--- src/radio_strobe_pkg.sv ---
// Constants and types shared by the radio strobe sequencer.
// Assumes a single 200 MHz system clock and a CPU special-function bus.
`default_nettype none
package radio_strobe_pkg;
    // ********************************
    // Port addresses and register map
    // ********************************
    localparam logic [7:0] PORT_ADDR       = 8'he1;  // strobe_instruction_port
    localparam logic [7:0] PORT_RESET      = 8'hc0;
    localparam logic [2:0] RF_X_ADDR       = 3'h0;
    localparam logic [2:0] RF_Y_ADDR       = 3'h1;
    localparam logic [2:0] RF_Z_ADDR       = 3'h2;
    localparam logic [2:0] RF_T_ADDR       = 3'h3;
    localparam logic [2:0] RF_CTRL_ADDR    = 3'h4;
    localparam logic [7:0] T_HOLD_VALUE    = 8'hff;  // Countdown frozen at this value
    localparam int         CTRL_PAUSE_BIT  = 0;      // Writable: hold execution
    localparam int         CTRL_RUN_BIT    = 7;      // Read only: program running
    // ********************************
    // Instruction memory and opcodes
    // ********************************
    localparam int         MEM_DEPTH       = 24;
    localparam logic [4:0] MEM_LAST        = 5'd23;
    localparam logic [7:0] OP_NOP          = 8'hc0;  // no_op_strobe
    localparam logic [7:0] OP_WEVENT       = 8'hb8;
    localparam logic [7:0] OP_INT          = 8'hb9;
    localparam logic [7:0] OP_LABEL        = 8'hba;
    localparam logic [7:0] OP_WAITX        = 8'hbb;
    localparam logic [7:0] OP_INCY         = 8'hbd;
    localparam logic [7:0] OP_SSTOP        = 8'hdf;
    localparam logic [2:0] OP_WAIT_TOP     = 3'b100;
    localparam logic [3:0] OP_RPT_TOP      = 4'b1010;
    localparam logic [2:0] OP_STROBE_TOP   = 3'b110;
    localparam logic [2:0] OP_IMM_TOP      = 3'b111;
    localparam logic [7:0] OP_IMM_START    = 8'hfe;  // immediate_run_cmd
    localparam logic [7:0] OP_IMM_STOP     = 8'hff;
    localparam logic [5:0] WAIT_ZERO_COUNT = 6'd32;
    // ********************************
    // Timing
    // ********************************
    localparam int         SYS_CLOCK_HZ    = 200_000_000;
    localparam int         SEQ_CLOCK_HZ    = 8_000_000;
    localparam logic [4:0] TICK_LAST       = 5'(SYS_CLOCK_HZ / SEQ_CLOCK_HZ - 1);

    typedef enum logic [2:0] {ST_IDLE, ST_RUN, ST_WAIT_OVF, ST_WAIT_EVT, ST_WAIT_X} seq_state_type;

    // CPU special-function access
    typedef struct packed {
        logic [7:0] addr;
        logic       write;
        logic       read;
        logic [7:0] wdata;
    } sfr_req_type;

    // CPU radio-register access
    typedef struct packed {
        logic [2:0] addr;
        logic       write;
        logic       read;
        logic [7:0] wdata;
    } rf_req_type;

    // Complete sequencer state
    typedef struct packed {
        seq_state_type              st;
        logic [MEM_DEPTH-1:0][7:0]  mem;
        logic [4:0]                 wptr;
        logic [4:0]                 pc;
        logic [4:0]                 label;
        logic [5:0]                 waitCnt;
        logic [7:0]                 x;
        logic [7:0]                 y;
        logic [7:0]                 z;
        logic [7:0]                 t;
        logic                       pause;
        logic [4:0]                 tickCnt;
        logic [7:0]                 sfrRdata;
        logic [7:0]                 rfRdata;
        logic [7:0]                 strobeCode;
        logic                       strobeValid;
        logic                       irqStop;
        logic                       irqWait;
        logic                       irqInt;
    } seq_regs_type;
endpackage
`default_nettype wire

--- src/radio_strobe_sequencer.sv ---
// Command strobe and channel-access sequencer between CPU and radio.
// Assumes CPU bus, MAC timer events and radio flags all run on mclk.
`timescale 1ns/100ps
`default_nettype none
module radio_strobe_sequencer
    import radio_strobe_pkg::*;
(
    // Clock and reset
    input  wire logic        mclk,
    input  wire logic        rst_b,
    // CPU special-function and radio-register access
    input  wire sfr_req_type sfrReq,
    output logic [7:0]       sfrRdata,
    input  wire rf_req_type  rfReq,
    output logic [7:0]       rfRdata,
    // MAC timer events and radio condition flags
    input  wire logic        macOverflow,
    input  wire logic        macCompareHit,
    input  wire logic [7:0]  radioFlags,
    // Strobes to the radio
    output logic             strobeValid,
    output logic [7:0]       strobeCode,
    // Interrupt requests, one-cycle pulses
    output logic             irqStop,
    output logic             irqWait,
    output logic             irqInt
);
    // ********************************
    // Decoding helpers
    // ********************************
    function automatic logic isImmediate(input logic [7:0] op);
        return op[7:5] == OP_IMM_TOP;
    endfunction

    function automatic logic condMet(input logic [7:0] op, input logic [7:0] flags);
        return flags[op[2:0]] ^ op[3];
    endfunction

    function automatic logic isUndefined(input logic [7:0] op);
        return (op[7:4] == 4'hb) && (op[3] == 1'b0 || op == 8'hbc || op[3:1] == 3'b111);
    endfunction

    function automatic seq_regs_type haltSeq(input seq_regs_type s, input logic clearProg);
        seq_regs_type r;
        r         = s;
        r.st      = ST_IDLE;
        r.pc      = '0;
        r.irqStop = 1'b1;
        if (clearProg)
        begin
            r.wptr = '0;
            r.mem  = {MEM_DEPTH{OP_NOP}};
        end
        return r;
    endfunction

    // ********************************
    // State and decoded strobes
    // ********************************
    seq_regs_type stateReg;
    seq_regs_type stateNext;
    logic         portWrite;
    logic         portRead;
    logic         immWrite;
    logic         tick;
    logic         running;
    logic [7:0]   curOp;
    logic [7:0]   execOp;

    // Access to the instruction port
    assign portWrite = sfrReq.write && (sfrReq.addr == PORT_ADDR);
    assign portRead  = sfrReq.read && (sfrReq.addr == PORT_ADDR);
    assign immWrite  = portWrite && isImmediate(sfrReq.wdata);
    assign tick      = stateReg.tickCnt == TICK_LAST;
    assign running   = stateReg.st != ST_IDLE;
    assign curOp     = stateReg.mem[stateReg.pc];
    // A waiting program sits one entry past the instruction that waits
    assign execOp    = (stateReg.st inside {ST_WAIT_OVF, ST_WAIT_EVT, ST_WAIT_X})
                       ? stateReg.mem[5'(stateReg.pc - 5'd1)] : curOp;

    // ********************************
    // Next-state logic
    // ********************************
    always_comb
    begin
        stateNext             = stateReg;
        stateNext.strobeValid = 1'b0;
        stateNext.irqStop     = 1'b0;
        stateNext.irqWait     = 1'b0;
        stateNext.irqInt      = 1'b0;
        stateNext.tickCnt     = tick ? '0 : 5'(stateReg.tickCnt + 5'd1);

        // Port read shows current opcode, no-op when idle or immediate
        if (portRead)
            stateNext.sfrRdata = (running && !immWrite) ? execOp : PORT_RESET;
        else if (sfrReq.read)
            stateNext.sfrRdata = 8'h00;

        // Radio register reads
        if (rfReq.read)
        begin
            unique case (rfReq.addr)
                RF_X_ADDR:    stateNext.rfRdata = stateReg.x;
                RF_Y_ADDR:    stateNext.rfRdata = stateReg.y;
                RF_Z_ADDR:    stateNext.rfRdata = stateReg.z;
                RF_T_ADDR:    stateNext.rfRdata = stateReg.t;
                RF_CTRL_ADDR: stateNext.rfRdata = 8'({running, 6'h00, stateReg.pause});
                default:      stateNext.rfRdata = 8'h00;
            endcase
        end

        // Countdown paced by timer overflows, halts at zero
        if (running && macOverflow && stateReg.t != T_HOLD_VALUE && stateReg.t != 8'h00)
        begin
            stateNext.t = 8'(stateReg.t - 8'd1);
            if (stateReg.t == 8'h01)
                stateNext = haltSeq(stateNext, 1'b0);
        end

        // Waiting states; a countdown halt in this cycle ends the wait too
        unique case (stateNext.st)
            ST_WAIT_OVF:
                if (macOverflow)
                begin
                    stateNext.waitCnt = 6'(stateReg.waitCnt - 6'd1);
                    if (stateReg.waitCnt == 6'd1)
                    begin
                        stateNext.st      = ST_RUN;
                        stateNext.irqWait = 1'b1;
                    end
                end
            ST_WAIT_X:
                if (macOverflow)
                begin
                    stateNext.x = 8'(stateReg.x - 8'd1);
                    if (stateReg.x == 8'd1)
                    begin
                        stateNext.st      = ST_RUN;
                        stateNext.irqWait = 1'b1;
                    end
                end
            ST_WAIT_EVT:
                if (macCompareHit)
                    stateNext.st = ST_RUN;
            default:
                ;
        endcase

        // A wait on the last entry ends the program when it completes
        if (stateReg.st != ST_RUN && stateNext.st == ST_RUN && stateReg.pc > MEM_LAST)
            stateNext = haltSeq(stateNext, 1'b0);

        // Program step; an immediate write delays it to the next tick
        if (stateReg.st == ST_RUN && stateNext.st == ST_RUN && tick && !immWrite && !stateReg.pause)
        begin
            stateNext.pc = 5'(stateReg.pc + 5'd1);
            if (stateReg.t == 8'h00)
                stateNext = haltSeq(stateNext, 1'b0);
            else if (curOp[7] == 1'b0)
            begin
                // Skip over S further entries when the condition holds
                if (condMet(curOp, radioFlags))
                    stateNext.pc = 5'(stateReg.pc + {2'b00, curOp[6:4]} + 5'd1);
            end
            else if (curOp[7:5] == OP_WAIT_TOP)
            begin
                stateNext.st      = ST_WAIT_OVF;
                stateNext.waitCnt = (curOp[4:0] == 5'd0) ? WAIT_ZERO_COUNT : {1'b0, curOp[4:0]};
            end
            else if (curOp[7:4] == OP_RPT_TOP)
            begin
                if (condMet(curOp, radioFlags))
                    stateNext.pc = stateReg.label;
            end
            else if (curOp == OP_WEVENT)
                stateNext.st = ST_WAIT_EVT;
            else if (curOp == OP_WAITX)
            begin
                if (stateReg.x != 8'h00)
                    stateNext.st = ST_WAIT_X;
            end
            else if (curOp == OP_LABEL)
                stateNext.label = 5'(stateReg.pc + 5'd1);
            else if (curOp == OP_INT)
                stateNext.irqInt = 1'b1;
            else if (curOp == OP_INCY)
                stateNext.y = 8'(stateReg.y + 8'd1);
            else if (curOp == OP_SSTOP)
                stateNext = haltSeq(stateNext, 1'b1);
            else if (curOp[7:5] == OP_STROBE_TOP)
            begin
                stateNext.strobeValid = 1'b1;
                stateNext.strobeCode  = curOp;
            end
            // Undefined opcodes only advance; unlike the no-op strobe, they issue no strobe

            // Running past the last entry stops the program
            if (stateNext.st == ST_RUN && stateReg.pc == MEM_LAST && stateNext.pc != stateReg.label)
                stateNext = haltSeq(stateNext, 1'b0);
            else if (stateNext.st == ST_RUN && stateNext.pc > MEM_LAST)
                stateNext = haltSeq(stateNext, 1'b0);
        end

        // Port writes: immediate commands or stored program bytes
        if (immWrite)
        begin
            if (sfrReq.wdata == OP_IMM_START)
            begin
                stateNext.st = ST_RUN;
                stateNext.pc = '0;
            end
            else if (sfrReq.wdata == OP_IMM_STOP)
                stateNext = haltSeq(stateNext, 1'b1);
            else
            begin
                stateNext.strobeValid = 1'b1;
                stateNext.strobeCode  = {OP_STROBE_TOP, sfrReq.wdata[4:0]};
            end
        end
        else if (portWrite && !running)
        begin
            stateNext.mem[stateReg.wptr] = sfrReq.wdata;
            if (stateReg.wptr != MEM_LAST)
                stateNext.wptr = 5'(stateReg.wptr + 5'd1);
        end

        // Radio register writes override hardware updates
        if (rfReq.write)
        begin
            unique case (rfReq.addr)
                RF_X_ADDR:    stateNext.x = rfReq.wdata;
                RF_Y_ADDR:    stateNext.y = rfReq.wdata;
                RF_Z_ADDR:    stateNext.z = rfReq.wdata;
                RF_T_ADDR:    stateNext.t = rfReq.wdata;
                RF_CTRL_ADDR: stateNext.pause = rfReq.wdata[CTRL_PAUSE_BIT];
                default:      ;
            endcase
        end
    end

    // ********************************
    // State register
    // ********************************
    always_ff @(posedge mclk or negedge rst_b)
    begin
        if (!rst_b)
        begin
            stateReg             <= '0;
            stateReg.st          <= ST_IDLE;
            stateReg.mem         <= {MEM_DEPTH{OP_NOP}};
            stateReg.t           <= T_HOLD_VALUE;
            stateReg.sfrRdata    <= PORT_RESET;
        end
        else
            stateReg <= stateNext;
    end

    // Outputs straight from the state register
    assign sfrRdata    = stateReg.sfrRdata;
    assign rfRdata     = stateReg.rfRdata;
    assign strobeValid = stateReg.strobeValid;
    assign strobeCode  = stateReg.strobeCode;
    assign irqStop     = stateReg.irqStop;
    assign irqWait     = stateReg.irqWait;
    assign irqInt      = stateReg.irqInt;

    logic plainStep;
    assign plainStep = running && stateReg.st == ST_RUN && tick && !immWrite && !stateReg.pause
                       && stateReg.t != 8'h00 && !macOverflow && !rfReq.write;
endmodule
`default_nettype wire

--- config.mk ---
export PLATFORM = sky130hd
export DESIGN_NAME = radio_strobe_sequencer
export DESIGN_NICKNAME = d
export VERILOG_FILES = /design/src/radio_strobe_pkg.sv /design/src/radio_strobe_sequencer.sv
export SDC_FILE = /design/constraint.sdc
export NUM_CORES = 1
export LEC_CHECK = 0
export BUFFER_PORTS_ARGS = -buffer_cell sky130_fd_sc_hd__buf_2
export CAP_MARGIN = 20
export CORE_UTILIZATION = 60
export DETAILED_ROUTE_END_ITERATION = 7
export HOLD_SLACK_MARGIN = 0.15
export PLACE_DENSITY = 0.85
export SLEW_MARGIN = 10
export SYNTH_ARGS = -nofsm -noshare
export SYNTH_HDL_FRONTEND = slang
export SYNTH_SLANG_ARGS = --single-unit
export TNS_END_PERCENT = 20
--- constraint.sdc ---
create_clock -name mclk -period 5.5 [get_ports mclk]
set_clock_uncertainty 0.1 [all_clocks]
set_input_delay 0.825 -clock mclk [delete_from_list [all_inputs] [get_ports mclk]]
set_output_delay 0.825 -clock mclk [all_outputs]
set_load 0.02 [all_outputs]
==> metrics.md, run 1 <==
| Metric | Value |
|---|---|
| Core Box Area | `27250 um2` |
| Mapped Avg Cell Area | `10.86 um2` |
| Max Cap Violations | `0` |
| Clock root cell | `clkbuf_16` |
| Place WS | `528.2 ps` |
| Min Tclk post-route | `5285 ps` |
| HPWL after DPL | `35760 um` |
| First-pass GRT wire length | `80010 um` |
| Critical path buffers and inverters | `0` |
| Vias in the first global route | `13880` |
| Crit end category | `register` |
| DIE HEIGHT | `169.5 um` |
| Pleak | `7.815 nW` |
| Post-synth top area cell | `dfrtp_1` |
| Post-synth top area share | `33.29%` |
| H-tree levels | `1` |
| DR vias/cell | `7.201` |
| Diode count | `0` |
| VDD IR-drop max | `0.0002576 V` |
| Crit path required time | `5870 ps` |
| Register area share after synthesis | `42.34%` |
| Pin count of the biggest net entering global routing | `111` |
| Slew @ Worst Pin | `994.2 ps` |
| Clock sink count | `282` |
| Most common library cells after synthesis | `dfrtp_1 (224), nand2_1 (152), a22o_1 (118), nor2_1 (118), a21oi_1 (92)` |
| Post_cts resized | `0` |
| Pins Over Slew Limit | `0` |
| Clock slew seen by the registers of the worst setup and hold paths | `60 ps` |
| CTS tree | `done` |
| Std-Cell Rows | `60` |
| Yosys reg bits | `282` |
| Die W | `169.5 um` |
| Setup WS post-layout | `215.1 ps` |
| Hold crit path type | `in2async` |
| CTS Buffer Depth | `3` |
| Initial drt markers | `2168` |
| Wire per inst | `26.27 um` |
| Slowest stage delay, CP | `940 ps` |
| First-pass iteration count of the detailed router | `5` |
| Worst EP arrival | `5650 ps` |
| CP Cell Sequence | `nor2b_1 > a22oi_1 > a21oi_1 > and4b_1 > a2111oi_2 > and4b_4 > xnor2_4 > mux2_4 > a221o_1 > a31oi_2 > o2111ai_1 > o31ai_1` |
| Gate Count Post-Synth | `1550` |
| CP top delay family | `compound AO/OA/AOI/OAI gates` |
| Post-synth EDFFs | `0` |
| Final net count | `1630` |
| Synth area leaders | `dfrtp_1 (33%), mux4_2 (11%), dfstp_2 (9.1%), a22o_1 (6.1%), nand2_1 (3.4%)` |
| Critical path fanouts, max | `21` |
| Status | `completed` |
| Inst Count DP | `1904` |
| Total gr overflow | `0` |
| Die area | `28740 um2` |
| Initial antenna violation count | `2` |
| Reg2reg start | `stateReg[79]` |
| Crit path max-delay cell type | `dfrtp_1` |
| Synth-to-Final Area Change | `8.619%` |
| Yosys cell types | `96` |
| # port buffers | `70` |
| Gr usage total | `36.34%` |
| Fraction of layout cells with a size suffix above 1 | `23.36%` |
| # DRC | `0` |
| Number of CTS-inserted buffers | `31` |
| Hold Buf Count CTS | `0` |
| Syn nets | `1615` |
| FMAX | `0.1892 GHz` |
| Final Cycle Share | `96.09%` |
| Final cell count without fillers | `1960` |
| Warnings, synthesis | `0` |
| Setup-failing EPs final | `0` |
| Rel. slew slack | `33.72%` |
| Via Count | `14110` |
| Total Neg Setup Slack | `0 ps` |
| R2R Setup Slk | `220 ps` |
| Post-CTS Setup Inserts | `0` |
| Power Density | `252.3 nW/um2` |
| Crit path kind | `reg2reg` |
| Most common cell in the synthesized netlist | `dfrtp_1` |
| Final GP Congestion | `0.9886` |
| Worst skew pair latency | `570 ps` |
| Total detailed-routing wirelength | `51490 um` |
| Final Hold Viols | `0` |
| RSZ-0062 raised after global routing | `false` |
| Dominant synthesized flop cell | `dfrtp_1` |
| IO Count | `71` |
| Worst r2r path cells | `12` |
| Startpoint types | `register` |
| Initial Util | `61.79%` |
| Reg-to-reg critical path endpoint | `stateReg[77]` |
| Routed Antenna Nets | `0` |
| Post-synth ARST share | `100.0%` |
| Post-Syn Area | `16840 um2` |
## layout by cell type (no fill, tap or decap), types with 36 or more instances in the layout
cell type | synthesis | routed
nand3_1 | 37 | 37
mux4_2 | 84 | 84
nor2_1 | 118 | 116
buf_2 | 5 | 69
a22o_1 | 118 | 118
inv_1 | 44 | 44
dfrtp_1 | 224 | 222
mux2i_1 | 52 | 52
buf_4 | 30 | 37
dfstp_2 | 58 | 58
a21oi_1 | 92 | 92
nand2_1 | 152 | 152
o32ai_1 | 46 | 46
o21ai_0 | 36 | 36
## final cells by class
type                       count  area, um2
sequential                   282       7134
clock buffer                  44      914.6
multi-input combinational   1095       8870
fill                        2013       8961
inverter                      47      176.4
clock inverter                12      71.32
timing repair buffer         108      658.1
tap                          372      465.4
## worst reg2reg max path, stage by stage, from the launching register on
cell and delay (ps):
dfrtp_1 940, nor2b_1 770, a22oi_1 170, a21oi_1 520, and4b_1 280, a2111oi_2 190
and4b_4 280, xnor2_4 460, mux2_4 350, a221o_1 420, a31oi_2 320, o2111ai_1 170
o31ai_1 210
## report_power, final
part	total (mW)	internal, mW	leakage (nW)	switching (mW)
Combinational	0.382	0.148	3.67	0.233
Clock	2.01	1.15	0.489	0.859
Sequential	2.22	2.15	3.65	0.0725
Total	4.62	3.45	7.82	1.17
## registers in the layout, summed over array words and instances, names as in the netlist
register,cells
stateReg,254
rfRdata,8
sfrRdata,8
strobeCode,8
irqInt,1
irqStop,1
irqWait,1
strobeValid,1
## metal layers
metal | vias up | track usage, % | routed length [um]
met4 | 2 | 14.14 | 2081
met2 | 1097 | 56.99 | 23530
li1 | 5919 | - | -
met5 | - | 0 | 9
met3 | 186 | 10.33 | 6512
met1 | 6910 | 48.03 | 19360
## how the worst max path moves through the flow
stage	from	endpoint	slack, ps	depth (start not counted)
floorplan	stateReg[77]	sfrRdata[0]	900	17
finish	stateReg[79]	stateReg[77]	220	12
global placement	stateReg[79]	stateReg[77]	540	12
global route	stateReg[79]	stateReg[77]	40	12
CTS	stateReg[79]	stateReg[77]	470	12
detailed placement	stateReg[79]	stateReg[77]	530	12
## through the flow
stage / area [um2] / hold slack (ps) / utilization [%] / power (mW)
2_1_floorplan: 16840 / 340.9 / - / 2.489
3_3_place_gp: 17300 / 347.4 / 63.50 / 2.609
5_1_grt: 18290 / 293.4 / 67.12 / 4.740
3_5_place_dp: 17300 / 357.7 / 63.50 / 2.623
4_1_cts: 18290 / 258.5 / 67.12 / 4.617
6_report: 18290 / 220.8 / 67.12 / 4.615
## logic make-up (layout without fill, tap and decap cells)
| group | after synthesis | after routing | synth area share (%) |
|---|---|---|---|
| AND/OR/NAND/NOR | 433 | 433 | 12.33 |
| AO/OA/AOI/OAI | 424 | 424 | 19.13 |
| flip-flops | 282 | 282 | 42.34 |
| multiplexers | 177 | 177 | 17.29 |
| buffers and inverters | 173 | 211 | 5.090 |
| XOR/XNOR | 39 | 39 | 2.140 |
| adder cells (fa/ha/maj) | 22 | 22 | 1.679 |
Note: power is estimated with default switching activity, not from simulation.
==> inputs of run 2 (changes only) <==
--- a/config.mk
+++ b/config.mk
@@ -15,4 +15,3 @@
 export SYNTH_ARGS = -nofsm -noshare
 export SYNTH_HDL_FRONTEND = slang
 export SYNTH_SLANG_ARGS = --single-unit
-export TNS_END_PERCENT = 20
==> constraint.sdc (replaced) <==
create_clock -name mclk -period 6.7 [get_ports mclk]
set_clock_uncertainty 0.1 [all_clocks]
set_input_delay 1.005 -clock mclk [delete_from_list [all_inputs] [get_ports mclk]]
set_output_delay 1.005 -clock mclk [all_outputs]
set_load 0.02 [all_outputs]
==> run 2 against run 1 <==
  * Sequential power decreased by 18%
  * Critical path depth increased by 1
  * Flip-flop and latch count stayed put
  * Non-clock buffer count shrank 16
  * Combinational power decreased by 19%
  * Utilization shrank 0.56 points
  * Cell count is 0.97% lower
  * Wire length shrank 2.7%
  * Critical path type unchanged
==> metrics.md, run 2 (synthesis results as in run 1) <==
| Metric | Value |
|---|---|
| DR vias/cell | `7.173 (-0.39%)` |
| Status | `completed` |
| WHS | `363.8 ps (+143.0 ps)` |
| CP Cell Sequence | `buf_4 > mux2i_1 > o221a_1 > a22o_1 > or2_4 > a2111oi_2 > and4b_4 > xnor2_4 > mux2_4 > a221o_1 > a31oi_2 > o2111ai_1 > o31ai_1` |
| Total gr overflow | `0 (unchanged)` |
| CTS tree | `done` |
| Internal | `2.855 mW (-17%)` |
| VDD IR-drop max | `0.0001707 V (-34%)` |
| Hold crit path type | `reg2reg` |
| Slowest stage delay, CP | `960 ps (+20 ps)` |
| Std-Cell Rows | `60 (unchanged)` |
| Fin area | `18140 um2 (-0.84%)` |
| Wire per inst | `25.82 um (-1.7%)` |
| Pins Over Slew Limit | `0 (unchanged)` |
| Final GP Congestion | `0.9682 (-2.1%)` |
| Diode count | `0 (unchanged)` |
| FMAX | `0.1779 GHz (-6.0%)` |
| Setup-failing EPs final | `0 (unchanged)` |
| Via Count | `13920 (-1.4%)` |
| Final net count | `1612 (-1.1%)` |
| Fillers | `2005 (-0.40%)` |
| Post_cts resized | `0 (unchanged)` |
| Worst EP arrival | `5980 ps (+330 ps)` |
| Inst Count DP | `1888 (-0.84%)` |
| # DRC | `0 (unchanged)` |
| First-pass GRT wire length | `78400 um (-2.0%)` |
| Routed Antenna Nets | `0 (unchanged)` |
| Crit path max-delay cell type | `dfrtp_4` |
| Fraction of layout cells with a size suffix above 1 | `22.18% (-1.2 points)` |
| HPWL after DPL | `34530 um (-3.4%)` |
| IO Count | `71 (unchanged)` |
| Placed cell area | `17170 um2 (-0.77%)` |
| Synth-to-Final Area Change | `7.705%` |
| Crit end category | `register` |
| Core Box Area | `27250 um2 (unchanged)` |
| Commonest cells after routing, fill and taps aside | `dfrtp_1 (222), nand2_1 (152), a22o_1 (118)` |
| Post-CTS Setup Inserts | `0 (unchanged)` |
| Total Neg Setup Slack | `0 ps (unchanged)` |
| Combinational Power Share | `8.2% (about the same)` |
| Clock root cell | `clkbuf_16` |
| First-pass iteration count of the detailed router | `7 (+2)` |
| CTS Buffer Depth | `3 (unchanged)` |
| Crit path required time | `7060 ps (+1190 ps)` |
| Crit path kind | `reg2reg` |
| Psw | `0.9381 mW (-20%)` |
| Clock network power share | `43.8% (+0.3 points)` |
| Biggest register | `stateReg` |
| Reg power frac | `48.0% (-0.2 points)` |
| Initial Util | `61.79% (unchanged)` |
| Pleak | `7.715 nW (-1.3%)` |
| Pin count of the biggest net entering global routing | `134 (+21%)` |
| DIE HEIGHT | `169.5 um (unchanged)` |
| Hold Buf Count CTS | `0 (unchanged)` |
| Clock slew seen by the registers of the worst setup and hold paths | `60 ps (about the same)` |
| Final Hold Viols | `0 (unchanged)` |
| Sw Ratio | `24.73% (-0.52 points)` |
| Die area | `28740 um2 (unchanged)` |
| Gr usage total | `35.40% (-0.94 points)` |
| Power Density | `209.1 nW/um2 (-17%)` |
| Startpoint types | `register` |
| Initial drt markers | `2116 (-2.4%)` |
| Rel. slew slack | `27.60% (-6.1 points)` |
| Vias in the first global route | `13660 (-1.6%)` |
| Max Cap Violations | `0 (unchanged)` |
| Number of CTS-inserted buffers | `29 (-6.5%)` |
| Clock sink count | `282 (unchanged)` |
| Final cell count without fillers | `1941 (-0.97%)` |
| Min Tclk post-route | `5622 ps (+337.4 ps)` |
| # port buffers | `70 (unchanged)` |
| H-tree levels | `1 (unchanged)` |
| RSZ-0062 raised after global routing | `false` |
| Die W | `169.5 um (unchanged)` |
| Total detailed-routing wirelength | `50120 um (-2.7%)` |
| Slew @ Worst Pin | `1082 ps (+88.18 ps)` |
| Max reg flops | `254 (unchanged)` |
| Worst skew pair latency | `570 ps (about the same)` |
| Final Cycle Share | `83.92% (-12 points)` |
| Commonest non-fill, non-tap cell in the layout | `dfrtp_1` |
| Critical path fanouts, max | `54 (+160%)` |
| Initial antenna violation count | `0 (-2)` |
-- run 2: per-layer routing --
metal	up-vias	GRT usage [%]	part of all wire, %
met5	-	0	0
met3	169	8.232	12
li1	5884	-	-
met1	6865	48.12	39
met4	0	14.22	4.1
met2	1005	55.16	46
-- run 2: layout make-up --
| type | count | area, um2 | area share [%] |
|---|---|---|---|
| Timing Repair Buffer | 92 | 525.5 | 2.898 |
| Inverter | 47 | 176.4 | 0.9728 |
| Clock inverter | 11 | 140.1 | 0.7727 |
| Tap cell | 372 | 465.4 | 2.566 |
| Sequential cell | 282 | 7134 | 39.34 |
| Multi-Input combinational cell | 1095 | 8870 | 48.91 |
| Clock buffer | 42 | 824.5 | 4.546 |
-- run 2: power groups by stage --
| stage | Sequential (mW) | Combinational [mW] | Clock, mW |
|---|---|---|---|
| 4_1_cts | 1.82 | 0.307 | 1.66 |
| 5_1_grt | 1.83 | 0.339 | 1.73 |
| 3_5_place_dp | 1.85 | 0.306 | 0 |
| 2_1_floorplan | 1.83 | 0.212 | 0 |
| 3_3_place_gp | 1.85 | 0.292 | 0 |
| 6_report | 1.82 | 0.310 | 1.66 |
-- run 2: worst max-delay path: cells and delay by family (launching register included) --
| family | cells | cell delay [ps] |
|---|---|---|
| AO/OA/AOI/OAI | 7 | 2120 |
| XOR/XNOR | 1 | 440 |
| buffers and inverters | 1 | 700 |
| flip-flops | 1 | 960 |
| multiplexers | 2 | 510 |
| AND/OR/NAND/NOR | 2 | 590 |
-- run 2: per-stage QoR --
| stage | util, % | setup slack [ps] | power [mW] |
|---|---|---|---|
| 5_1_grt | 66.55 | 736.4 | 3.894 |
| 3_5_place_dp | 63.01 | 1208 | 2.155 |
| 6_report | 66.55 | 1078 | 3.793 |
| 3_3_place_gp | 63.01 | 1337 | 2.138 |
| 4_1_cts | 66.55 | 1137 | 3.789 |
| 2_1_floorplan | - | 2105 | 2.043 |
-- run 2: final timing paths --
path,from,to,slack (ps),cells past startpoint
worst min-delay path,strobeCode[7],strobeCode[7],360,1
max in group asynchronous,rst_b,stateReg[77],4600,2
worst max-delay path,stateReg[77],stateReg[77],1080,13
worst max register to register,stateReg[77],stateReg[77],1080,13
min in group asynchronous,rst_b,stateReg[240],410,1
worst min register to register,strobeCode[7],strobeCode[7],360,1
